**config.mk**
```make
export PLATFORM = sky130hd
export DESIGN_NAME = sdb_serial2_dma
export DESIGN_NICKNAME = d
export VERILOG_FILES = /design/src/rtl/sdb_fifo_unused_placeholder_none.sv /design/src/inc/sdb_pkg.sv /design/src/rtl/sdb_serial2_dma.sv
export VERILOG_INCLUDE_DIRS = /design/src /design/src/inc
export SDC_FILE = /design/constraint.sdc
export NUM_CORES = 1
export LEC_CHECK = 0
export BUFFER_PORTS_ARGS = -buffer_cell sky130_fd_sc_hd__buf_2
export CAP_MARGIN = 20
export CELL_PAD_IN_SITES_DETAIL_PLACEMENT = 0
export CELL_PAD_IN_SITES_GLOBAL_PLACEMENT = 1
export CORE_MARGIN = 5
export CORE_UTILIZATION = 48
export DETAILED_ROUTE_END_ITERATION = 6
export PLACE_DENSITY_LB_ADDON = 0.15
export SETUP_SLACK_MARGIN = 0.02
export SYNTH_ARGS = -nofsm -noshare
export SYNTH_HDL_FRONTEND = slang
export SYNTH_SLANG_ARGS = --single-unit
```
**constraint.sdc**
```tcl
create_clock -name sys_clk -period 4.75 [get_ports sys_clk]
set_clock_uncertainty 0.1 [all_clocks]
set_input_delay 0.475 -clock sys_clk [delete_from_list [all_inputs] [get_ports sys_clk]]
set_output_delay 0.475 -clock sys_clk [all_outputs]
set_load 0.01 [all_outputs]
```
**src/inc/sdb_cfg.svh**
```systemverilog
// Constants for the second serial controller DMA buffer block
//
// Contract
// - Rx B start: 13-bit address, bits 14:13 one
// - Rx B end: 13-bit address, same upper bits
// - Tx A start address, fetch begins here
// - Tx A end address, buffer finishes here
// - Tx B start address, fetch begins here
// - Tx B end address, buffer finishes here
// - Rx A first error offset, zero if none
// - Rx B first error offset, zero if none
// - Later errors keep captured offset
// - Capture re-arms on reload or rx reset
// - Enable bits 12..9 gate DMA unload events
// - Enable bits 8..5 gate two-wire bus events
// - Enable bits 4..0 gate FIFO/transmitter events
// - Enable resets zero, bits 15..13 read zero
// - Events set pending flag, same bit position
// - Rx byte counter wraps to zero on unload
`ifndef SDB_CFG_SVH
`define SDB_CFG_SVH

// ----------------------------------------------------------------
// Widths
// ----------------------------------------------------------------
`define SDB_AW 13
`define SDB_DW 16
`define SDB_BW 8
`define SDB_NEV 13
`define SDB_NEXT 9
`define SDB_FIFO_W 9
`define SDB_FIFO_D 4
`define SDB_FIFO_PW 2

// ----------------------------------------------------------------
// Register offsets
// ----------------------------------------------------------------
`define SDB_OFF_RXA_START 16'h4400
`define SDB_OFF_RXA_END 16'h4402
`define SDB_OFF_RXB_START 16'h4404
`define SDB_OFF_RXB_END 16'h4406
`define SDB_OFF_TXA_START 16'h4408
`define SDB_OFF_TXA_END 16'h440a
`define SDB_OFF_TXB_START 16'h440c
`define SDB_OFF_TXB_END 16'h440e
`define SDB_OFF_RXA_COUNT 16'h4410
`define SDB_OFF_RXB_COUNT 16'h4412
`define SDB_OFF_TX_COUNT 16'h4414
`define SDB_OFF_STATUS 16'h4416
`define SDB_OFF_RXA_ERR 16'h441a
`define SDB_OFF_RXB_ERR 16'h441c
`define SDB_OFF_CTRL 16'h4420
`define SDB_OFF_PENDING 16'h460e
`define SDB_OFF_ENABLE 16'h4626

// ----------------------------------------------------------------
// Fields and reset values
// ----------------------------------------------------------------
`define SDB_ADDR_TOP 3'b011
`define SDB_ZERO_TOP 3'b000
`define SDB_ADDR_RST 13'h0000
`define SDB_EV_RST 13'h0000
`define SDB_DATA_RST 16'h0000
`define SDB_BYTE_RST 8'h00
`define SDB_ONE_ADDR 13'h0001
`define SDB_CTL_RXLOAD_A 0
`define SDB_CTL_RXLOAD_B 1
`define SDB_CTL_TXLOAD_A 2
`define SDB_CTL_TXLOAD_B 3
`define SDB_CTL_RXRST 4
`define SDB_CTL_TXRST 5
`define SDB_EV_TXULD_B 12
`define SDB_EV_TXULD_A 11
`define SDB_EV_RXULD_B 10
`define SDB_EV_RXULD_A 9

`endif

```
**src/rtl/sdb_fifo_unused_placeholder_none.sv**
```systemverilog
// Intentionally no logic; FIFO lives in the main design file
`timescale 1ns/1ps

```
**src/inc/sdb_pkg.sv**
```systemverilog
// Types shared by the serial DMA buffer block
package sdb_pkg;
    `include "sdb_cfg.svh"

    typedef logic [`SDB_AW-1:0] sdb_addr_t;

    // Byte from the serial engine with its error mark
    typedef struct packed {
        logic err;
        logic [`SDB_BW-1:0] data;
    } sdb_rxbyte_t;

    // Request on the system RAM port
    typedef struct packed {
        logic we;
        logic re;
        sdb_addr_t addr;
        logic [`SDB_BW-1:0] wdata;
    } sdb_ramreq_t;

    // Transmit fetch sequencer
    typedef enum logic [3:0] {
        SDB_TX_IDLE = 4'b0001,
        SDB_TX_FETCH = 4'b0010,
        SDB_TX_LATCH = 4'b0100,
        SDB_TX_HOLD = 4'b1000
    } sdb_txstate_t;
endpackage

```
**src/rtl/sdb_serial2_dma.sv**
```systemverilog
// Second serial controller double-buffered DMA with receive FIFO
`timescale 1ns/1ps
`include "sdb_cfg.svh"
// ----------------------------------------------------------------
// Receive byte FIFO
// ----------------------------------------------------------------
module sdb_fifo #(
    parameter int WIDTH = `SDB_FIFO_W,
    parameter int DEPTH = `SDB_FIFO_D,
    parameter int PW = `SDB_FIFO_PW
) (
    // Clock and reset
    input wire logic sys_clk,
    input wire logic rst,
    // Fill side
    input wire logic inValid,
    output logic inReady,
    input wire logic [WIDTH-1:0] inData,
    // Drain side
    output logic outValid,
    input wire logic outReady,
    output logic [WIDTH-1:0] outData
);
    logic [WIDTH-1:0] mem [DEPTH];
    logic [PW-1:0] wrPtr;
    logic [PW-1:0] rdPtr;
    logic [PW:0] count;
    wire push = inValid && inReady;
    wire pop = outValid && outReady;
    wire [PW:0] next_count = count + {{PW{1'b0}}, push}
                             - {{PW{1'b0}}, pop};

    assign outData = mem[rdPtr];

    always_ff @(posedge sys_clk) begin
        if (push) begin
            mem[wrPtr] <= inData;
        end
    end

    always_ff @(posedge sys_clk) begin
        if (rst) begin
            wrPtr <= '0;
            rdPtr <= '0;
            count <= '0;
            inReady <= 1'b0;
            outValid <= 1'b0;
        end else begin
            wrPtr <= push ? PW'(wrPtr + 1'b1) : wrPtr;
            rdPtr <= pop ? PW'(rdPtr + 1'b1) : rdPtr;
            count <= next_count;
            inReady <= next_count != (PW+1)'(DEPTH);
            outValid <= next_count != '0;
        end
    end
endmodule

// ----------------------------------------------------------------
// Buffer registers, DMA engines and interrupt flags
// ----------------------------------------------------------------
module sdb_serial2_dma (
    // Clock and reset
    input wire logic sys_clk,
    input wire logic rst,
    // Register port
    input wire logic [`SDB_DW-1:0] regAddr,
    input wire logic [`SDB_DW-1:0] regWdata,
    input wire logic regWrite,
    input wire logic regRead,
    output logic [`SDB_DW-1:0] regRdata,
    // Received bytes from the serial engine
    input wire logic rxValid,
    output logic rxReady,
    input wire sdb_pkg::sdb_rxbyte_t rxByte,
    // Bytes to transmit
    output logic txValid,
    input wire logic txReady,
    output logic [`SDB_BW-1:0] txData,
    // System RAM port
    output sdb_pkg::sdb_ramreq_t ramReq,
    input wire logic [`SDB_BW-1:0] ramRdata,
    // Serial engine events, one-cycle pulses, bits 8..0
    input wire logic [`SDB_NEXT-1:0] engineEvent,
    // Interrupt request
    output logic irq
);
    import sdb_pkg::*;

    function automatic sdb_addr_t bufAddr(input sdb_addr_t base,
                                          input sdb_addr_t offs);
        bufAddr = sdb_addr_t'(base + offs);
    endfunction

    function automatic logic [`SDB_DW-1:0] addrWord(input sdb_addr_t a);
        addrWord = {`SDB_ADDR_TOP, a};
    endfunction

    function automatic logic [`SDB_DW-1:0] roWord(input sdb_addr_t a);
        roWord = {`SDB_ZERO_TOP, a};
    endfunction

    // ------------------------------------------------------------
    // State
    // ------------------------------------------------------------
    sdb_addr_t rxStart [2];
    sdb_addr_t rxEnd [2];
    sdb_addr_t txStart [2];
    sdb_addr_t txEnd [2];
    sdb_addr_t rxCount [2];
    sdb_addr_t rxErr [2];
    logic rxCapt [2];
    logic rxLoaded [2];
    logic txLoaded [2];
    logic rxSel;
    logic txSel;
    sdb_addr_t txCount;
    sdb_txstate_t txState;
    logic [`SDB_NEV-1:0] irqEnable;
    logic [`SDB_NEV-1:0] irqPending;

    // ------------------------------------------------------------
    // Register decode
    // ------------------------------------------------------------
    wire wrCtrl = regWrite && regAddr == `SDB_OFF_CTRL;
    wire wrPend = regWrite && regAddr == `SDB_OFF_PENDING;
    wire wrEn = regWrite && regAddr == `SDB_OFF_ENABLE;
    wire [1:0] wrRxStart = {regWrite && regAddr == `SDB_OFF_RXB_START,
                            regWrite && regAddr == `SDB_OFF_RXA_START};
    wire [1:0] wrRxEnd = {regWrite && regAddr == `SDB_OFF_RXB_END,
                          regWrite && regAddr == `SDB_OFF_RXA_END};
    wire [1:0] wrTxStart = {regWrite && regAddr == `SDB_OFF_TXB_START,
                            regWrite && regAddr == `SDB_OFF_TXA_START};
    wire [1:0] wrTxEnd = {regWrite && regAddr == `SDB_OFF_TXB_END,
                          regWrite && regAddr == `SDB_OFF_TXA_END};
    wire [1:0] rxLoadReq = {wrCtrl && regWdata[`SDB_CTL_RXLOAD_B],
                            wrCtrl && regWdata[`SDB_CTL_RXLOAD_A]};
    wire [1:0] txLoadReq = {wrCtrl && regWdata[`SDB_CTL_TXLOAD_B],
                            wrCtrl && regWdata[`SDB_CTL_TXLOAD_A]};
    wire rxReset = wrCtrl && regWdata[`SDB_CTL_RXRST];
    wire txReset = wrCtrl && regWdata[`SDB_CTL_TXRST];
    wire [`SDB_DW-1:0] statusWord = {{(`SDB_DW-4){1'b0}},
                                     txLoaded[1], txLoaded[0],
                                     rxLoaded[1], rxLoaded[0]};

    logic [`SDB_DW-1:0] next_regRdata;
    always_comb begin
        next_regRdata = `SDB_DATA_RST;
        if (!regRead) begin
            next_regRdata = `SDB_DATA_RST;
        end else if (regAddr == `SDB_OFF_RXA_START) begin
            next_regRdata = addrWord(rxStart[0]);
        end else if (regAddr == `SDB_OFF_RXA_END) begin
            next_regRdata = addrWord(rxEnd[0]);
        end else if (regAddr == `SDB_OFF_RXB_START) begin
            next_regRdata = addrWord(rxStart[1]);
        end else if (regAddr == `SDB_OFF_RXB_END) begin
            next_regRdata = addrWord(rxEnd[1]);
        end else if (regAddr == `SDB_OFF_TXA_START) begin
            next_regRdata = addrWord(txStart[0]);
        end else if (regAddr == `SDB_OFF_TXA_END) begin
            next_regRdata = addrWord(txEnd[0]);
        end else if (regAddr == `SDB_OFF_TXB_START) begin
            next_regRdata = addrWord(txStart[1]);
        end else if (regAddr == `SDB_OFF_TXB_END) begin
            next_regRdata = addrWord(txEnd[1]);
        end else if (regAddr == `SDB_OFF_RXA_COUNT) begin
            next_regRdata = roWord(rxCount[0]);
        end else if (regAddr == `SDB_OFF_RXB_COUNT) begin
            next_regRdata = roWord(rxCount[1]);
        end else if (regAddr == `SDB_OFF_TX_COUNT) begin
            next_regRdata = roWord(txCount);
        end else if (regAddr == `SDB_OFF_STATUS) begin
            next_regRdata = statusWord;
        end else if (regAddr == `SDB_OFF_RXA_ERR) begin
            next_regRdata = roWord(rxErr[0]);
        end else if (regAddr == `SDB_OFF_RXB_ERR) begin
            next_regRdata = roWord(rxErr[1]);
        end else if (regAddr == `SDB_OFF_PENDING) begin
            next_regRdata = roWord(irqPending);
        end else if (regAddr == `SDB_OFF_ENABLE) begin
            next_regRdata = roWord(irqEnable);
        end
    end

    // ------------------------------------------------------------
    // Receive path
    // ------------------------------------------------------------
    sdb_rxbyte_t fifoOut;
    logic fifoValid;
    wire rxBufOpen = rxLoaded[rxSel] && !rxReset;

    sdb_fifo #(
        .WIDTH(`SDB_FIFO_W),
        .DEPTH(`SDB_FIFO_D),
        .PW(`SDB_FIFO_PW)
    ) rxFifo (
        .sys_clk(sys_clk),
        .rst(rst),
        .inValid(rxValid),
        .inReady(rxReady),
        .inData(rxByte),
        .outValid(fifoValid),
        .outReady(rxBufOpen),
        .outData(fifoOut)
    );

    wire rxPop = fifoValid && rxBufOpen;
    wire [`SDB_AW-1:0] rxAddr = bufAddr(rxStart[rxSel], rxCount[rxSel]);
    wire rxLast = rxAddr == rxEnd[rxSel];
    wire rxUnload = rxPop && rxLast;

    always_ff @(posedge sys_clk) begin
        if (rst) begin
            rxSel <= 1'b0;
            for (int i = 0; i < 2; i++) begin
                rxStart[i] <= `SDB_ADDR_RST;
                rxEnd[i] <= `SDB_ADDR_RST;
                rxCount[i] <= `SDB_ADDR_RST;
                rxErr[i] <= `SDB_ADDR_RST;
                rxCapt[i] <= 1'b0;
                rxLoaded[i] <= 1'b0;
            end
        end else begin
            for (int i = 0; i < 2; i++) begin
                if (wrRxStart[i]) begin
                    rxStart[i] <= regWdata[`SDB_AW-1:0];
                end
                if (wrRxEnd[i]) begin
                    rxEnd[i] <= regWdata[`SDB_AW-1:0];
                end
            end
            if (rxPop) begin
                if (fifoOut.err && !rxCapt[rxSel]) begin
                    rxErr[rxSel] <= rxCount[rxSel];
                    rxCapt[rxSel] <= 1'b1;
                end
                if (rxLast) begin
                    rxCount[rxSel] <= `SDB_ADDR_RST;
                    rxLoaded[rxSel] <= 1'b0;
                    rxSel <= ~rxSel;
                end else begin
                    rxCount[rxSel] <= bufAddr(rxCount[rxSel],
                                              `SDB_ONE_ADDR);
                end
            end
            for (int i = 0; i < 2; i++) begin
                if (rxLoadReq[i]) begin
                    rxLoaded[i] <= 1'b1;
                    rxCapt[i] <= 1'b0;
                    rxErr[i] <= `SDB_ADDR_RST;
                    rxCount[i] <= `SDB_ADDR_RST;
                end
            end
            if (rxReset) begin
                rxSel <= 1'b0;
                for (int i = 0; i < 2; i++) begin
                    rxLoaded[i] <= 1'b0;
                    rxCapt[i] <= 1'b0;
                    rxErr[i] <= `SDB_ADDR_RST;
                    rxCount[i] <= `SDB_ADDR_RST;
                end
            end
        end
    end

    // ------------------------------------------------------------
    // Transmit path
    // ------------------------------------------------------------
    wire [`SDB_AW-1:0] txAddr = bufAddr(txStart[txSel], txCount);
    wire txLast = txAddr == txEnd[txSel];
    wire txIssue = txState == SDB_TX_IDLE && txLoaded[txSel] && !rxPop
                   && !txReset;
    wire txDone = txState == SDB_TX_HOLD && txReady && !txReset;
    wire txUnload = txDone && txLast;

    sdb_txstate_t next_txState;
    always_comb begin
        next_txState = txState;
        case (txState)
            SDB_TX_IDLE: next_txState = txIssue ? SDB_TX_FETCH : SDB_TX_IDLE;
            SDB_TX_FETCH: next_txState = SDB_TX_LATCH;
            SDB_TX_LATCH: next_txState = SDB_TX_HOLD;
            SDB_TX_HOLD: next_txState = txReady ? SDB_TX_IDLE : SDB_TX_HOLD;
            default: next_txState = SDB_TX_IDLE;
        endcase
        if (txReset) begin
            next_txState = SDB_TX_IDLE;
        end
    end

    always_ff @(posedge sys_clk) begin
        if (rst) begin
            txState <= SDB_TX_IDLE;
            txSel <= 1'b0;
            txCount <= `SDB_ADDR_RST;
            txValid <= 1'b0;
            txData <= `SDB_BYTE_RST;
            for (int i = 0; i < 2; i++) begin
                txStart[i] <= `SDB_ADDR_RST;
                txEnd[i] <= `SDB_ADDR_RST;
                txLoaded[i] <= 1'b0;
            end
        end else begin
            txState <= next_txState;
            for (int i = 0; i < 2; i++) begin
                if (wrTxStart[i]) begin
                    txStart[i] <= regWdata[`SDB_AW-1:0];
                end
                if (wrTxEnd[i]) begin
                    txEnd[i] <= regWdata[`SDB_AW-1:0];
                end
            end
            if (txState == SDB_TX_LATCH) begin
                txData <= ramRdata;
                txValid <= 1'b1;
            end
            if (txDone) begin
                txValid <= 1'b0;
                if (txLast) begin
                    txCount <= `SDB_ADDR_RST;
                    txLoaded[txSel] <= 1'b0;
                    txSel <= ~txSel;
                end else begin
                    txCount <= bufAddr(txCount, `SDB_ONE_ADDR);
                end
            end
            for (int i = 0; i < 2; i++) begin
                if (txLoadReq[i]) begin
                    txLoaded[i] <= 1'b1;
                end
            end
            if (txReset) begin
                txSel <= 1'b0;
                txCount <= `SDB_ADDR_RST;
                txValid <= 1'b0;
                for (int i = 0; i < 2; i++) begin
                    txLoaded[i] <= 1'b0;
                end
            end
        end
    end

    // ------------------------------------------------------------
    // RAM port
    // ------------------------------------------------------------
    sdb_ramreq_t next_ramReq;
    assign next_ramReq.we = rxPop;
    assign next_ramReq.re = txIssue;
    assign next_ramReq.addr = rxPop ? rxAddr : txAddr;
    assign next_ramReq.wdata = fifoOut.data;

    always_ff @(posedge sys_clk) begin
        if (rst) begin
            ramReq <= '0;
        end else begin
            ramReq <= next_ramReq;
        end
    end

    // ------------------------------------------------------------
    // Interrupt flags
    // ------------------------------------------------------------
    wire [`SDB_NEV-1:0] eventVec = {txUnload && txSel,
                                    txUnload && !txSel,
                                    rxUnload && rxSel,
                                    rxUnload && !rxSel,
                                    engineEvent};
    wire [`SDB_NEV-1:0] next_irqPending =
        (irqPending & ~(wrPend ? regWdata[`SDB_NEV-1:0] : `SDB_EV_RST))
        | eventVec;

    always_ff @(posedge sys_clk) begin
        if (rst) begin
            irqEnable <= `SDB_EV_RST;
            irqPending <= `SDB_EV_RST;
            irq <= 1'b0;
            regRdata <= `SDB_DATA_RST;
        end else begin
            if (wrEn) begin
                irqEnable <= regWdata[`SDB_NEV-1:0];
            end
            irqPending <= next_irqPending;
            irq <= |(irqPending & irqEnable);
            regRdata <= next_regRdata;
        end
    end
endmodule

```
# == Word-level counts from Yosys, hierarchy flattened ==
# Memories as Yosys holds them, arrays and structs flattened. A register that Yosys moved wholly into a read port is not among the register bits.
# Cells that the tools add are included.
# word_totals
register_bits,103
ramBits,198
in_bits,64
output_inout_bits,50
wordCells,324
memories,10
# mem_list
memory,depth,width,read_ports,rd_clocked_by_memory_dff,wr,line,rtl
rxFifo.mem,4,9,1,1,1,sdb_serial2_dma.sv:24,logic [WIDTH-1:0] mem [DEPTH];
rxCount,2,13,3,1,3,sdb_serial2_dma.sv:109,sdb_addr_t rxCount [2];
rxEnd,2,13,3,1,2,sdb_serial2_dma.sv:106,sdb_addr_t rxEnd [2];
rxErr,2,13,2,0,3,sdb_serial2_dma.sv:110,sdb_addr_t rxErr [2];
rxStart,2,13,3,1,2,sdb_serial2_dma.sv:105,sdb_addr_t rxStart [2];
txEnd,2,13,3,1,2,sdb_serial2_dma.sv:108,sdb_addr_t txEnd [2];
+4 memories,--,--,--,--,--,--,
# classes
addsub,8
n_eq_ne,36
muxes,131
bitwise,72
reduce_logical,47
# ops
operator,n
two-way mux 13 bit,28
== test 16 x 15 -> 1 bit (second input constant),17
two-way mux 15 bit,8
two-way mux 1 bit,90
logical AND 1 bit,32
bitwise OR 1 bit,29
adder 13 x 1 -> 13 bit (second input constant),2
adder 13 bit,2
bitwise AND 13 bit,2
== test 13 bit,2
bitwise AND 1 bit,24
OR reduction 17 bit,1
case mux 4 bit (4 select lines),1
NOT 1 bit,15
NOT 13 bit,1
bitwise OR 13 bit,1
OR reduction 13 bit,1
== test 1 bit (second input constant),12
logical NOT 1 bit,6
two-way mux 2 bit,3
OR reduction 2 bit,3
adder 2 x 1 -> 2 bit (second input constant),2
== test 4 x 1 -> 1 bit (second input constant),1
== test 4 x 2 -> 1 bit (second input constant),1
9 further kinds,10

# == Depth between registers and ports, before layout ==
# Gate-level depths: netlist (run 1).
# depth
depth_word,17
mapped_depth,21
ltp_nobuf,17

# == Cells and area by module ==
# Synthesis (run 1) repeated with hierarchy kept, for this count alone.
# unflattened
hier_cells,1549
area_unflattened_um2,15733.8
# by_module_without_submodules
mod,n_inst,cells_per_inst,area_each_um2,seq_area_each_um2
sdb_serial2_dma,1,1452,13945.9,6165.9
sdb_fifo,1,97,1788.0,1301.2

# == Worst setup path before layout (run 1) ==
# OpenSTA, ideal clock, no wires.
# synth_timing
path_type,flip-flop to flip-flop
from,register with a tool-made name
to,memory rxCount[0][1] in the netlist's numbering
setup_ns,0.121
t_arrival_ns,4.008
required_time_ns,4.529
slack_ns,0.521
stages_incl_launch_ff,20
path_buffers,6
synth_period_minus_slack_ns,4.229
path_cell_list,dfxtp_1 buf_2 buf_6 buf_4 buf_2 buf_1 mux2_2 ha_1 inv_1 fa_1 and2b_1 o21a_1 or3_1 a22oi_2 xor2_1 and3_1 nand4b_2 nand2_1 buf_6 o21ai_0
# synth_lines
element,line
"end, declared",sdb_serial2_dma.sv:109

==> run_results.csv, run 1 <==
group,metric,value,unit
setup_path,cp.arrival,4630,ps
clock_network,cts_tree,"yes",
timing,worstMarginPinSlew,1040,ps
clock_network,post-cts-setup-buffer-count,0,
setup_path,slowest_delay,540,ps
clock_network,clk_latency,510,ps
timing,holdWs,61.5,ps
grt,antenna_found_initial,0,
final_layout,final_core_util,0.545,
timing,slew_violations,0,
route,ant_nets,0,
pwr,p_leak,6.40,nW
pwr,irDropWorstVdd,0.291,mV
setup_path,end_kind,"register",
synthesis,synth_adder_area_share,0.0338,
synthesis,ys_seq_elements,303,
route,wl,46.2,mm
synthesis,netlist_area,15100,um^2
place,dp_hpwl,33.9,mm
synthesis,synthSimpleGateAreaFrac,0.173,
setup_path,cpMaxStageDelayCell,"nand2_1",
route,wl_per_cell,23.5,um
route,viasPerCell,6.01,
grt,grt_pass1_wl,69.5,mm
grt,grt_remaining_overflow,0,
synthesis,synth_compound_area_frac,0.145,
setup_path,crit_chain,"buf_4 > mux2_2 > ha_1 > o21ai_1 > nor2_1 > nand4_1 > a31oi_2 > xnor3_1 > nor4_2 > nand4_1 > nand2_1 > nor2_1",
final_layout,antenna_cells,0,
pwr,finalPower,0.00561,W
final_layout,fin_nets,1646,
timing,max_slew_margin,0.306,
synthesis,synth_edf_count,140,
synthesis,synth_top_family_by_area,"simple AND/OR/NAND/NOR gates",
synthesis,synthArstFlopShare,0,
route,first_iter_violations,1089,
route,route.detailed.drc,6,
timing,finalCriticalPeriod,4360,ps
clock_network,cts_buffers,34,
synthesis,ys_seq_area_frac,0.494,
timing,fin_crit_sh,0.917,
clock_network,cts-root-buf,"clkbuf_16",
setup_path,crit_fanout,17,
run_status,status,"finished, violations left",
clock_network,clock-sinks,303,
synthesis,yosys-top-cells-area,"edfxtp_1 (28%), dfxtp_1 (22%), nand2_1 (4.2%)",
clock_network,cts_max_level,2,
place,numPlacedInstances,1909,
die,die_w,187,um
final_layout,syn_to_final_growth,12.9,%
synthesis,yosysWarnings,0,
synthesis,yosysTopAreaCellShare,0.278,
synthesis,syn_area_per_cell,10.5,um^2
clock_network,ctsHoldBuffers,0,
clock_network,clock_path_buffers,3,
place,portBuffers,109,
timing,grt_setup_unrepaired,"false",
clock_network,cts.clk_slew.worst_paths,60,ps
job,max_cap_viol_count,0,
place,place_congestion,0.924,
synthesis,muxShareOfSynthArea,0.0706,
grt,grt_pass1_vias,11495,
timing,max_clock_freq,230,MHz
final_layout,final_common_cell,"nand2_1",
pwr,power.density,329,nW/um^2
synthesis,synth_top_flop_cell,"dfxtp_1",
grt,grt_max_degree,73,
final_layout,drive_above_1_share,0.181,
run_status,violations,"DRC",
timing,hold_viol_final,0,
grt,grt_usage,0.257,
hold_path,hold_path.class,"input port to register",
die,fp.coreArea,31300,um^2
clock_network,ctsResizeCount,0,
setup_path,start_kind,"register",
setup_path,critPathRequiredTime,5020,ps
die,row_count,65,
synthesis,yosys.cell_types.count,91,
final_layout,finalNonFillerCells,1969,
timing,setup_viol,0,
synthesis,synth.net_count,1549,
final_layout,final_cell_mix,"nand2_1 (171), dfxtp_1 (162), edfxtp_1 (140)",
synthesis,yosysTopAreaCell,"edfxtp_1",
setup_path,path_class,"register to register",
die,io_pins,114,
die,chipHeight,187,um
timing,finalSetupTns,0,ps
route,vias,11843,
synthesis,syn_inst,1446,
final_layout,fillers,2799,
synthesis,synth_xor_area_frac,0.0487,
die,start_util,0.483,
route,firstDrtPassIters,7,
die,dieArea,35100,um^2
## final timing paths
check | from | to | slack [ps] | cells past startpoint
max | register | txCount[6] | 390 | 12
min | engineEvent[3] | irqPending[3] | 60 | 3
max reg2reg | register | txCount[6] | 390 | 12
min reg2reg | txData[1] | txData[1] | 350 | 2
## per-layer routing
layer  GRT usage  up-vias  share of wire
met3      0.0364       89          0.070
li1            -     5506              -
met1       0.363     5744           0.44
met4      0.0858        0          0.035
met2       0.409      504           0.45
met5           0        -              0
## state kept, by name (all words and copies together), names as in the netlist, 3 cells and up, named ones only
name	flops
rxStart	26
irqEnable	13
rxCount	26
rxFifo.mem	36
txStart	26
irqPending	13
txData	8
txCount	13
rxErr	26
regRdata	14
rxFifo.count	3
txState	4
txEnd	26
ramReq	23
rxEnd	26
## through the flow
step	cell area, um^2	setup WS, ps
2_1_floorplan	15100	521
3_3_place_gp	16000	486
4_1_cts	17100	431
3_5_place_dp	16000	471
5_1_grt	17100	129
6_report	17100	394
## synthesized netlist by cell type (10+ instances only)
cell type    n
nand3_1     32
a31oi_1     32
nand2_1    171
edfxtp_1   140
mux2i_1     47
clkbuf_1    33
a221oi_1    23
nor2_1     112
or3_1       10
a22oi_1     27
dfxtp_1    163
buf_2       22
nor3_1      18
mux2_2      35
a21oi_1     78
o21ai_2     11
and2_1      59
xnor2_1     33
o21ai_0     53
a222oi_1    12
and3_1      15
nor2b_1     13
ha_1        36
a221o_1     11
inv_1       31
xor2_1      33
## where the power goes
part | internal [W] | leakage [nW] | switching, W
combinational | 0.000118 | 3.27 | 0.000203
clock | 0.00142 | 0.501 | 0.00103
sequential | 0.00280 | 2.64 | 0.0000381
## cells by family (layout without fill, tap and decap cells)
kind of cell,count (synthesis),after routing
other,1,1
XOR/XNOR,73,73
AND/OR/NAND/NOR,506,506
multiplexers,91,91
AO/OA/AOI/OAI,321,321
flip-flops,303,303
buffers and inverters,112,233
adder cells (fa/ha/maj),39,39
## layout make-up
type	count	area, um^2	share of cell area
clock inverters	10	56.3	0.00330
multi-input cells	1031	7150	0.419
flip-flops and latches	303	7470	0.438
repair buffers	141	788	0.0462
clock buffers	50	972	0.0570
inverters	32	123	0.00719
well taps	402	503	0.0295
## critical path: cells and delay by family (launching register included)
family                   cells  cell delay [ps]
AND/OR/NAND/NOR              6             1760
buffers and inverters        1              360
adder cells (fa/ha/maj)      1              340
XOR/XNOR                     1              290
flip-flops                   1              490
multiplexers                 1              410
AO/OA/AOI/OAI                2              430
Note: power is estimated with default switching activity, not from simulation.
==> run 2: changes to the inputs <==
--- a/config.mk
+++ b/config.mk
@@ -14,5 +14,5 @@
 export CORE_UTILIZATION = 48
 export DETAILED_ROUTE_END_ITERATION = 6
-export PLACE_DENSITY_LB_ADDON = 0.15
+export PLACE_DENSITY_LB_ADDON = 0.1
 export SETUP_SLACK_MARGIN = 0.02
 export SYNTH_ARGS = -nofsm -noshare
--- a/constraint.sdc
+++ b/constraint.sdc
@@ -3,3 +3,3 @@
 set_input_delay 0.475 -clock sys_clk [delete_from_list [all_inputs] [get_ports sys_clk]]
 set_output_delay 0.475 -clock sys_clk [all_outputs]
-set_load 0.01 [all_outputs]
+set_load 0.02 [all_outputs]
==> run_results.csv, run 2 (synthesized netlist as in run 1, its figures left out) <==
group,metric,value,unit
final_layout,final_core_util,0.549,
setup_path,end_kind,"register",
clock_network,cts-root-buf,"clkbuf_16",
die,dieArea,35100,um^2
pwr,irDropWorstVdd,0.295,mV
clock_network,ctsHoldBuffers,0,
hold_path,worstHoldStart,"engineEvent[0]",
route,ant_nets,0,
setup_path,critPathRequiredTime,5030,ps
clock_network,clk_latency,530,ps
timing,finalCriticalPeriod,4230,ps
timing,max_slew_margin,0.281,
pwr,power.density,336,nW/um^2
run_status,violations,"DRC",
run_status,status,"finished, violations left",
setup_path,crit_fanout,15,
final_layout,fin_nets,1650,
setup_path,regToRegEndpoint,"rxCount[0][2]",
grt,grtUsageMet2,0.413,
final_layout,fillers,2810,
die,start_util,0.483,
setup_path,rr_worst_depth,14,
setup_path,path_class,"register to register",
place,portBuffers,109,
clock_network,cts.clk_slew.worst_paths,60,ps
die,chipHeight,187,um
setup_path,cpMaxStageDelayCell,"dfxtp_2",
final_layout,largest-register,"rxFifo.mem",
route,wl_per_cell,23.4,um
final_layout,drive_above_1_share,0.187,
route,viasPerCell,5.96,
timing,grt_setup_unrepaired,"false",
timing,finalSetupTns,0,ps
final_layout,syn_to_final_growth,13.8,%
final_layout,largest_register_ffs,36,
timing,worstMarginPinSlew,1070,ps
setup_path,slowest_delay,420,ps
die,row_count,65,
timing,max_clock_freq,237,MHz
clock_network,cts_buffers,34,
clock_network,cts_tree,"yes",
setup_path,cp_common_cell,"o21ai_0",
grt,grt_util_met1,0.370,
pwr,finalPower,0.00579,W
final_layout,antenna_cells,0,
route,first_iter_violations,1170,
setup_path,crit_chain,"buf_4 > mux2i_1 > inv_1 > ha_1 > a21oi_1 > o21ai_0 > o211ai_1 > xnor2_1 > xor2_1 > and3_1 > nand4b_2 > nand2_1 > buf_12 > o21ai_0",
die,die_w,187,um
job,max_cap_viol_count,0,
clock_network,ctsResizeCount,0,
die,io_pins,114,
route,firstDrtPassIters,7,
route,route.detailed.drc,3,
timing,setup_viol,0,
place,dp_hpwl,34.0,mm
grt,grt_use_met3,0.0394,
timing,hold_viol_final,0,
grt,grt_remaining_overflow,0,
timing,fin_crit_sh,0.890,
grt,antenna_found_initial,0,
hold_path,hold_path.class,"input port to register",
grt,grt_usage,0.258,
grt,grt_pass1_wl,69.6,mm
final_layout,final_common_cell,"nand2_1",
setup_path,cp.arrival,4510,ps
hold_path,holdPathEnd,"irqPending[0]",
route,vias,11771,
pwr,p_leak,6.48,nW
place,numPlacedInstances,1913,
clock_network,cts_max_level,2,
clock_network,clock-sinks,303,
setup_path,r2r_slack,520,ps
die,fp.coreArea,31300,um^2
clock_network,clock_path_buffers,3,
clock_network,post-cts-setup-buffer-count,0,
grt,busiest_layer,"met2",
final_layout,final_cell_mix,"nand2_1 (171), dfxtp_1 (162), edfxtp_1 (140)",
place,place_congestion,0.900,
timing,slew_violations,0,
hold_path,hold-path-cell-count,3,
grt,grt_pass1_vias,11255,
route,wl,46.3,mm
grt,grt_max_degree,58,
final_layout,finalNonFillerCells,1975,
setup_path,start_kind,"register",
[run 2: cell types whose count changed in the layout (fill, tap and decap cells not counted), sizes merged]
cell	before	now
clkinvlp	2	1
clkinv	7	10
buf	141	145
[run 2: cell type report]
type	count	area (um^2)	share of cell area
clock buffer	50	1060	0.0614
clock inverter	12	62.6	0.00364
inverter	32	123	0.00713
multi-input combinational	1031	7160	0.416
sequential	303	7470	0.434
tap	402	503	0.0292
timing repair buffer	145	831	0.0483
[run 2: layer usage]
metal	share of wire	up-vias	wire length [um]
li1	-	5522	-
met1	0.44	5720	20400
met2	0.46	457	21300
met3	0.072	72	3340
met4	0.027	0	1230
met5	0	-	0
[run 2: worst max path at each step]
stage | startpoint | endpoint | slack (ps) | cells past startpoint
after CTS | register | rxCount[0][2] | 580 | 15
after global routing | register | txCount[2] | 290 | 12
final | register | rxCount[0][2] | 520 | 14
after global placement | register | rxCount[0][2] | 630 | 13
after detailed placement | register | rxCount[0][2] | 610 | 15
after floorplan | register | rxCount[0][1] | 520 | 19
[run 2: worst max-delay path: cells and delay by family, from the launching register on]
family,cells,cell delay (ps)
xor gates and xnor gates,2,460
buffers and inverters,3,570
and+or+nand+nor,3,810
DFF,1,420
AOI/OAI and AO/OA,4,1050
muxes,1,360
adders and majority gates,1,280
[run 2: metrics by stage]
stage	hold slack [ps]	setup slack, ps	cell area (um^2)
floorplan	331	521	15100
global placement	338	631	16100
detailed placement	347	605	16100
CTS	49.9	579	17200
global route	61.4	289	17200
finish	53.9	524	17200
[run 2: where the power goes]
| part | internal (W) | switching, W |
|---|---|---|
| clock network | 0.00155 | 0.00107 |
| logic | 0.000118 | 0.000212 |
| registers | 0.00280 | 0.0000381 |
| total | 0.00447 | 0.00132 |
